`src/inc/comparator_pkg.sv`:
```
// constants and state layout for the dual comparator control block
package comparator_pkg;
    // register byte offsets
    localparam logic [7:0] CMP_CTRL_OFF  = 8'h00;
    localparam logic [7:0] INT_CTRL_OFF  = 8'h04;
    localparam logic [7:0] PFLAG2_OFF    = 8'h08;
    localparam logic [7:0] PEN2_OFF      = 8'h0C;
    localparam logic [7:0] PPRI2_OFF     = 8'h10;
    localparam logic [7:0] PORTA_DIR_OFF = 8'h14;
    localparam logic [7:0] CONV1_OFF     = 8'h18;
    localparam logic [7:0] PORTA_DAT_OFF = 8'h1C;
    localparam int         ADDR_W        = 8;

    // comparator_control layout
    localparam int         OUT2_BIT      = 7;
    localparam int         OUT1_BIT      = 6;
    localparam int         INV2_BIT      = 5;
    localparam int         INV1_BIT      = 4;
    localparam int         SWITCH_BIT    = 3;
    localparam logic [7:0] CMP_CTRL_RST  = 8'h07;
    localparam logic [7:0] CMP_CTRL_WMSK = 8'h3F;

    // flag and enable positions
    localparam int         CMP_FLAG_BIT  = 6;
    localparam int         CMP_EN_BIT    = 6;
    localparam int         PERIPH_EN_BIT = 6;
    localparam int         GLOBAL_EN_BIT = 7;

    // port and converter configuration
    localparam int         FIRST_PIN     = 4;
    localparam int         SECOND_PIN    = 5;
    localparam int         PORT_W        = 6;
    localparam logic [7:0] DIR_RST       = 8'hFF;
    localparam logic [7:0] CONV1_RST     = 8'h00;
    localparam logic [3:0] ANALOG_LIMIT  = 4'hB;

    localparam logic [1:0] HTRANS_NONSEQ = 2'b10;

    typedef enum logic [2:0] {
        MODE_RESET_A = 3'b000,
        MODE_ONE_REF = 3'b001,
        MODE_TWO_IND = 3'b010,
        MODE_TWO_OUT = 3'b011,
        MODE_TWO_REF = 3'b100,
        MODE_REF_OUT = 3'b101,
        MODE_MUX_INT = 3'b110,
        MODE_OFF     = 3'b111
    } cmp_mode_e;

    typedef struct packed {
        logic [1:0] out;
        logic [1:0] oe;
    } pin_drive_s;

    typedef struct packed {
        logic [7:0]        ctrl;
        logic [7:0]        intctl;
        logic              flag;
        logic [7:0]        pen2;
        logic [7:0]        ppri2;
        logic [7:0]        dir;
        logic [7:0]        conv;
        logic [1:0]        sync1;
        logic [1:0]        sync2;
        logic [1:0]        ref_out;
        logic              dph_valid;
        logic              dph_write;
        logic [ADDR_W-1:0] dph_addr;
        logic [31:0]       hrdata;
        logic              irq;
        logic              wake;
        logic [1:0]        pin_oe;
        logic              route;
        logic [1:0]        cmp_on;
        logic              int_ref;
        logic              in_sw;
    } cmp_state_s;
endpackage

```
`src/rtl/dual_comparator_control.sv`:
```
// control, status and change detection for two analog comparators
//
// Register access over AHB-Lite and the register offsets were chosen for this implementation.
`timescale 1ns/1ps
module dual_comparator_control (
    // clock and reset
    input  wire logic                         hclk,
    input  wire logic                         hresetn,
    // ahb-lite slave
    input  wire logic                         hsel,
    input  wire logic [31:0]                  haddr,
    input  wire logic [1:0]                   htrans,
    input  wire logic                         hwrite,
    input  wire logic [2:0]                   hsize,
    input  wire logic [31:0]                  hwdata,
    input  wire logic                         hready,
    output logic                              hreadyout,
    output logic                              hresp,
    output logic [31:0]                       hrdata,
    // analog side
    input  wire logic [1:0]                   cmp_raw,
    output logic [1:0]                        cmp_on,
    output logic                              int_ref_sel,
    output logic                              input_switch,
    output logic [2:0]                        comparator_mode_field,
    // port pins
    input  wire logic [comparator_pkg::PORT_W-1:0] port_a_in,
    output comparator_pkg::pin_drive_s        out_pins,
    // system
    input  wire logic                         sleep,
    output logic                              irq_request,
    output logic                              wake_request
);
    comparator_pkg::cmp_state_s s_reg;
    comparator_pkg::cmp_state_s s_next;
    logic [1:0]                 outs;
    logic                       mismatch;
    logic                       ctrl_touch;
    logic                       accept;
    logic [7:0]                 rd;
    logic [1:0]                 inv;

    function automatic logic [comparator_pkg::PORT_W-1:0] analog_mask(
        input logic [3:0] cfg
    );
        logic [comparator_pkg::PORT_W-1:0] m;
        m = '0;
        for (int i = 0; i < 4; i++) begin
            m[i] = (cfg < (comparator_pkg::ANALOG_LIMIT - 4'(i)));
        end
        return m;
    endfunction

    function automatic logic is_route(input logic [2:0] mode);
        return (mode == comparator_pkg::MODE_TWO_OUT) ||
               (mode == comparator_pkg::MODE_REF_OUT);
    endfunction

    always_comb begin
        s_next = s_reg;
        s_next.sync1 = cmp_raw;
        s_next.sync2 = s_reg.sync1;
        inv = {s_reg.ctrl[comparator_pkg::INV2_BIT],
               s_reg.ctrl[comparator_pkg::INV1_BIT]};
        outs = s_reg.sync2 ^ inv;
        mismatch = (outs != s_reg.ref_out);
        ctrl_touch = 1'b0;
        accept = hsel && hready && htrans[1];
        s_next.dph_valid = accept;
        s_next.dph_write = hwrite;
        s_next.dph_addr = haddr[comparator_pkg::ADDR_W-1:0];
        rd = '0;
        unique case (haddr[comparator_pkg::ADDR_W-1:0])
            // out2, out1, then stored control bits
            comparator_pkg::CMP_CTRL_OFF: rd = {outs, s_reg.ctrl[5:0]};
            comparator_pkg::INT_CTRL_OFF: rd = s_reg.intctl;
            comparator_pkg::PFLAG2_OFF:
                rd[comparator_pkg::CMP_FLAG_BIT] = s_reg.flag;
            comparator_pkg::PEN2_OFF: rd = s_reg.pen2;
            comparator_pkg::PPRI2_OFF: rd = s_reg.ppri2;
            comparator_pkg::PORTA_DIR_OFF: rd = s_reg.dir;
            comparator_pkg::CONV1_OFF: rd = s_reg.conv;
            comparator_pkg::PORTA_DAT_OFF:
                rd[comparator_pkg::PORT_W-1:0] =
                    port_a_in & ~analog_mask(s_reg.conv[3:0]);
            default: rd = '0;
        endcase
        if (accept && !hwrite) begin
            s_next.hrdata = {24'h000000, rd};
            if (haddr[comparator_pkg::ADDR_W-1:0] ==
                comparator_pkg::CMP_CTRL_OFF) begin
                ctrl_touch = 1'b1;
            end
        end
        if (s_reg.dph_valid && s_reg.dph_write) begin
            unique case (s_reg.dph_addr)
                comparator_pkg::CMP_CTRL_OFF: begin
                    s_next.ctrl = hwdata[7:0] & comparator_pkg::CMP_CTRL_WMSK;
                    ctrl_touch = 1'b1;
                end
                comparator_pkg::INT_CTRL_OFF: s_next.intctl = hwdata[7:0];
                comparator_pkg::PFLAG2_OFF:
                    s_next.flag = hwdata[comparator_pkg::CMP_FLAG_BIT];
                comparator_pkg::PEN2_OFF: s_next.pen2 = hwdata[7:0];
                comparator_pkg::PPRI2_OFF: s_next.ppri2 = hwdata[7:0];
                comparator_pkg::PORTA_DIR_OFF: s_next.dir = hwdata[7:0];
                comparator_pkg::CONV1_OFF: s_next.conv = hwdata[7:0];
                default: s_next.dph_write = hwrite;
            endcase
        end
        if (ctrl_touch) begin
            s_next.ref_out = outs;
        end
        if (mismatch) begin
            s_next.flag = 1'b1;
        end
        s_next.irq = s_next.flag &&
                     s_next.pen2[comparator_pkg::CMP_EN_BIT] &&
                     s_next.intctl[comparator_pkg::PERIPH_EN_BIT] &&
                     s_next.intctl[comparator_pkg::GLOBAL_EN_BIT];
        s_next.wake = sleep && s_next.flag &&
                      s_next.pen2[comparator_pkg::CMP_EN_BIT];
        s_next.pin_oe = {~s_next.dir[comparator_pkg::SECOND_PIN],
                         ~s_next.dir[comparator_pkg::FIRST_PIN]};
        s_next.route = is_route(s_next.ctrl[2:0]);
        // off only by mode, never by sleep
        s_next.cmp_on = (s_next.ctrl[2:0] == comparator_pkg::MODE_OFF)
                        ? 2'b00 : 2'b11;
        // internal reference only in mux mode
        s_next.int_ref = (s_next.ctrl[2:0] == comparator_pkg::MODE_MUX_INT);
        // switch meaningful only in mux mode
        s_next.in_sw = s_next.int_ref &&
                       s_next.ctrl[comparator_pkg::SWITCH_BIT];
    end

    // reset only; sleep leaves state alone
    always_ff @(posedge hclk or negedge hresetn) begin
        if (!hresetn) begin
            s_reg           <= '0;
            s_reg.ctrl      <= comparator_pkg::CMP_CTRL_RST;
            s_reg.dir       <= comparator_pkg::DIR_RST;
            s_reg.conv      <= comparator_pkg::CONV1_RST;
        end else begin
            s_reg <= s_next;
        end
    end

    always_comb begin
        out_pins.oe  = s_reg.pin_oe;
        out_pins.out = s_reg.route ? (cmp_raw ^ inv) : 2'b00;
    end

    assign hreadyout             = 1'b1;
    assign hresp                 = 1'b0;
    assign hrdata                = s_reg.hrdata;
    assign cmp_on                = s_reg.cmp_on;
    assign int_ref_sel           = s_reg.int_ref;
    assign input_switch          = s_reg.in_sw;
    assign comparator_mode_field = s_reg.ctrl[2:0];
    assign irq_request           = s_reg.irq;
    assign wake_request          = s_reg.wake;
endmodule
```
`config.mk`:
```
export PLATFORM = sky130hd
export DESIGN_NAME = dual_comparator_control
export DESIGN_NICKNAME = d
export VERILOG_FILES = /design/src/inc/comparator_pkg.sv /design/src/rtl/dual_comparator_control.sv
export SDC_FILE = /design/constraint.sdc
export NUM_CORES = 1
export LEC_CHECK = 0
export ABC_AREA = 1
export ABC_CLOCK_PERIOD_IN_PS = 1850
export BUFFER_PORTS_ARGS = -buffer_cell sky130_fd_sc_hd__buf_2
export CORE_MARGIN = 2
export CORE_UTILIZATION = 27
export CTS_CLUSTER_SIZE = 40
export DETAILED_ROUTE_END_ITERATION = 8
export PLACE_DENSITY = 0.48
export SYNTH_ARGS = -nofsm -noshare
export SYNTH_HDL_FRONTEND = slang
export SYNTH_SLANG_ARGS = --single-unit
```
`constraint.sdc`:
```
create_clock -name hclk -period 1.85 [get_ports hclk]
set_input_delay 0.185 -clock hclk [delete_from_list [all_inputs] [get_ports hclk]]
set_output_delay 0.185 -clock hclk [all_outputs]
set_load 0.01 [all_outputs]
```
==> out/metrics.yaml <==
run_status:
  status: "complete, no violations"
floorplanning:
  die_h_um: 127
  ios: 130
  start_util: 0.278
  core_area_um2: 14600
  dieArea_um2: 16000
  fp-row-count: 44
  die_w_um: 127
layout:
  final_util: 0.326
  largest_register_ffs: 57
  layout_commonest_cell: "nand2_1"
  final_cell_mix: "nand2_1, dfrtp_1, buf_2, nand3_1, nor2_1"
  diodes: 0
  regArea_um2: 1990
  nets: 632
  multi_input_area_um2: 1620
  syn2layout_area_growth_pct: 17.3
  drive_gt1_frac: 0.246
  fillers: 1552
sta:
  finalCritPeriodShare: 0.911
  fmax_mhz: 593
  setup_viol: 0
  rsz0062_at_grt: "no"
  period_needed_ns: 1.69
  finClkSkew_ns: 0.00563
  finalHoldViolations: 0
  fin_setup_tns_ns: 0
  final-max-slew-violation-count: 0
grt:
  grt_usage: 0.134
  antenna_found_initial: 0
  grt_pass1_vias: 3132
  grt-ovfl-total: 0
  grt_pass1_wl_mm: 16.6
  grt_start_max_net_pins: 39
routing:
  drt_iter0_drc: 274
  dr.pass1.iters: 5
  routed_wl_mm: 10.3
  ant_nets: 0
  vias: 3150
  wl_per_cell_um: 14.0
  remaining_drc_errors: 0
  avgViaCountPerCell: 4.27
clock_tree:
  clock_latency_ns: 0.34
  cts_buffer_depth: 2
  cts_tree: "done"
  root_buffer: "clkbuf_16"
  cts_inserted_buffers: 9
  htreeDepth: 3
  clkSinkCount: 79
  path_clk_slew_ns: 0.06
setup_path:
  crit_path_max_fanout: 7
  worstPathRequired_ns: 2.13
  critPathLaunchType: "input port"
  cp.arrival_ns: 1.96
  worst_setup_path_end_kind: "flop"
  path_class: "input port to flop"
pwr:
  vdd_ir_drop_max_mv: 0.428
  cellLeakagePower_uw: 0.00257
  pwr_density_cell_nw_per_um2: 814
yosys:
  yosysWarnings: 0
  synth-seq-cells: 79
  synthesis.instances: 496
  synth.yosys.seq_area_share: 0.490
  synth_edf_count: 0
  synth_ff_type: "dfrtp_1"
  synth-compound-area-share: 0.0693
  synth_simple_gate_area_share: 0.301
  synth_top_family_by_area: "simple AND/OR/NAND/NOR gates"
  avgSynthCellArea_um2: 8.19
  synth_mux_area_frac: 0
  synth_fa_ha_area_frac: 0
  netlist_area_um2: 4060
  synthXorXnorAreaFrac: 0
  synth_cell_types: 27
  async_flop_share: 1.00
run:
  drv_cap: 0
min_path:
  hp-class: "input port to flop"
place:
  gp_congestion: 0.815
  portBuffers: 51
  dpl.hpwl_mm: 7.52
-- report_power, final --
group          internal [uW]  total, uW  switching [uW]  leakage [uW]
clock                   1110       1790             679      0.000145
combinational           94.5        291             197       0.00160
sequential              1780       1800            27.3      0.000824
total                   2980       3880             903       0.00257
-- timing repair --
action,CTS,global route
resized for setup,0,6
setup endpoints to repair,0,6
hold buffers,8,0
endpoints found under the hold margin,29,0
setup buffers,0,3
-- worst paths after layout --
| path | from | end | cells past startpoint | slack, ns |
|---|---|---|---|---|
| min | haddr[5] | s_reg[46] | 1 | 0.007 |
| max | haddr[1] | hrdata[1] | 11 | 0.16 |
| max in group asynchronous | hresetn | s_reg[68] | 3 | 0.93 |
| min in group asynchronous | hresetn | hrdata[3] | 2 | 0.29 |
| min reg2reg | s_next[54] | s_reg[54] | 0 | 0.35 |
| max reg2reg | s_reg[44] | s_reg[4] | 7 | 0.24 |
-- through the flow --
step                hold WS, ns  cells  power [uW]  cell area [um2]  worst slack, ns
finish                  0.00694    737        3880             4770            0.164
global placement          0.109    710        2100             4340            0.235
global route            0.00843    737        4030             4770          0.00835
floorplan                -0.111    520        2020             4150            0.566
detailed placement        0.113    710        2110             4340            0.246
CTS                     0.00224    733        3920             4720           0.0578
-- logic make-up (layout without fill, tap and decap cells) --
family,count (synthesis),count (layout)
other,2,26
flip-flops,79,79
buffers and inverters,100,133
AO/OA/AOI/OAI,48,48
AND/OR/NAND/NOR,267,267
-- layer usage --
layer / track usage / wire, um
met1: 0.176 / 4890
met2: 0.224 / 4870
met3: 0.0266 / 405
met4: 0.0433 / 121
met5: 0 / 0
-- critical path: stages --
cell and delay (ns):
dlygate4sd3_1 0.54, buf_2 0.14, nor2_1 0.16, nand2_1 0.15, nor2_4 0.25, inv_1 0.11
nor2_1 0.15, nor2_1 0.06, nand2_1 0.10, nand2_1 0.07, nand2_1 0.06
-- synth_stat cells, types with 2 or more instances --
library cell	n	area, um2
nand2_1	144	541
nand2_4	4	45.0
inv_2	5	18.8
nor3_2	3	30.0
nor2_1	43	161
buf_2	6	30.0
buf_6	2	22.5
or2_2	2	12.5
nand3b_1	2	15.0
nor3_4	2	32.5
inv_1	42	158
dfstp_2	11	289
buf_4	43	323
nor2_2	5	31.3
nand2_2	10	62.6
nor2_4	2	22.5
dfrtp_1	68	1700
o21ai_1	29	145
conb_1	2	7.51
o21ai_2	11	96.3
o21ai_0	7	35.0
nand3_1	48	240
-- layout make-up --
type	instances	area share
Clock buffer	12	0.0538
Clock inverter	3	0.00892
Inverter	49	0.0396
Multi-Input combinational cell	341	0.340
Sequential cell	79	0.418
Tap cell	184	0.0483
Timing Repair Buffer	68	0.0903
Timing Repair inverter	1	0.00105
Note: power is estimated with default switching activity, not from simulation.
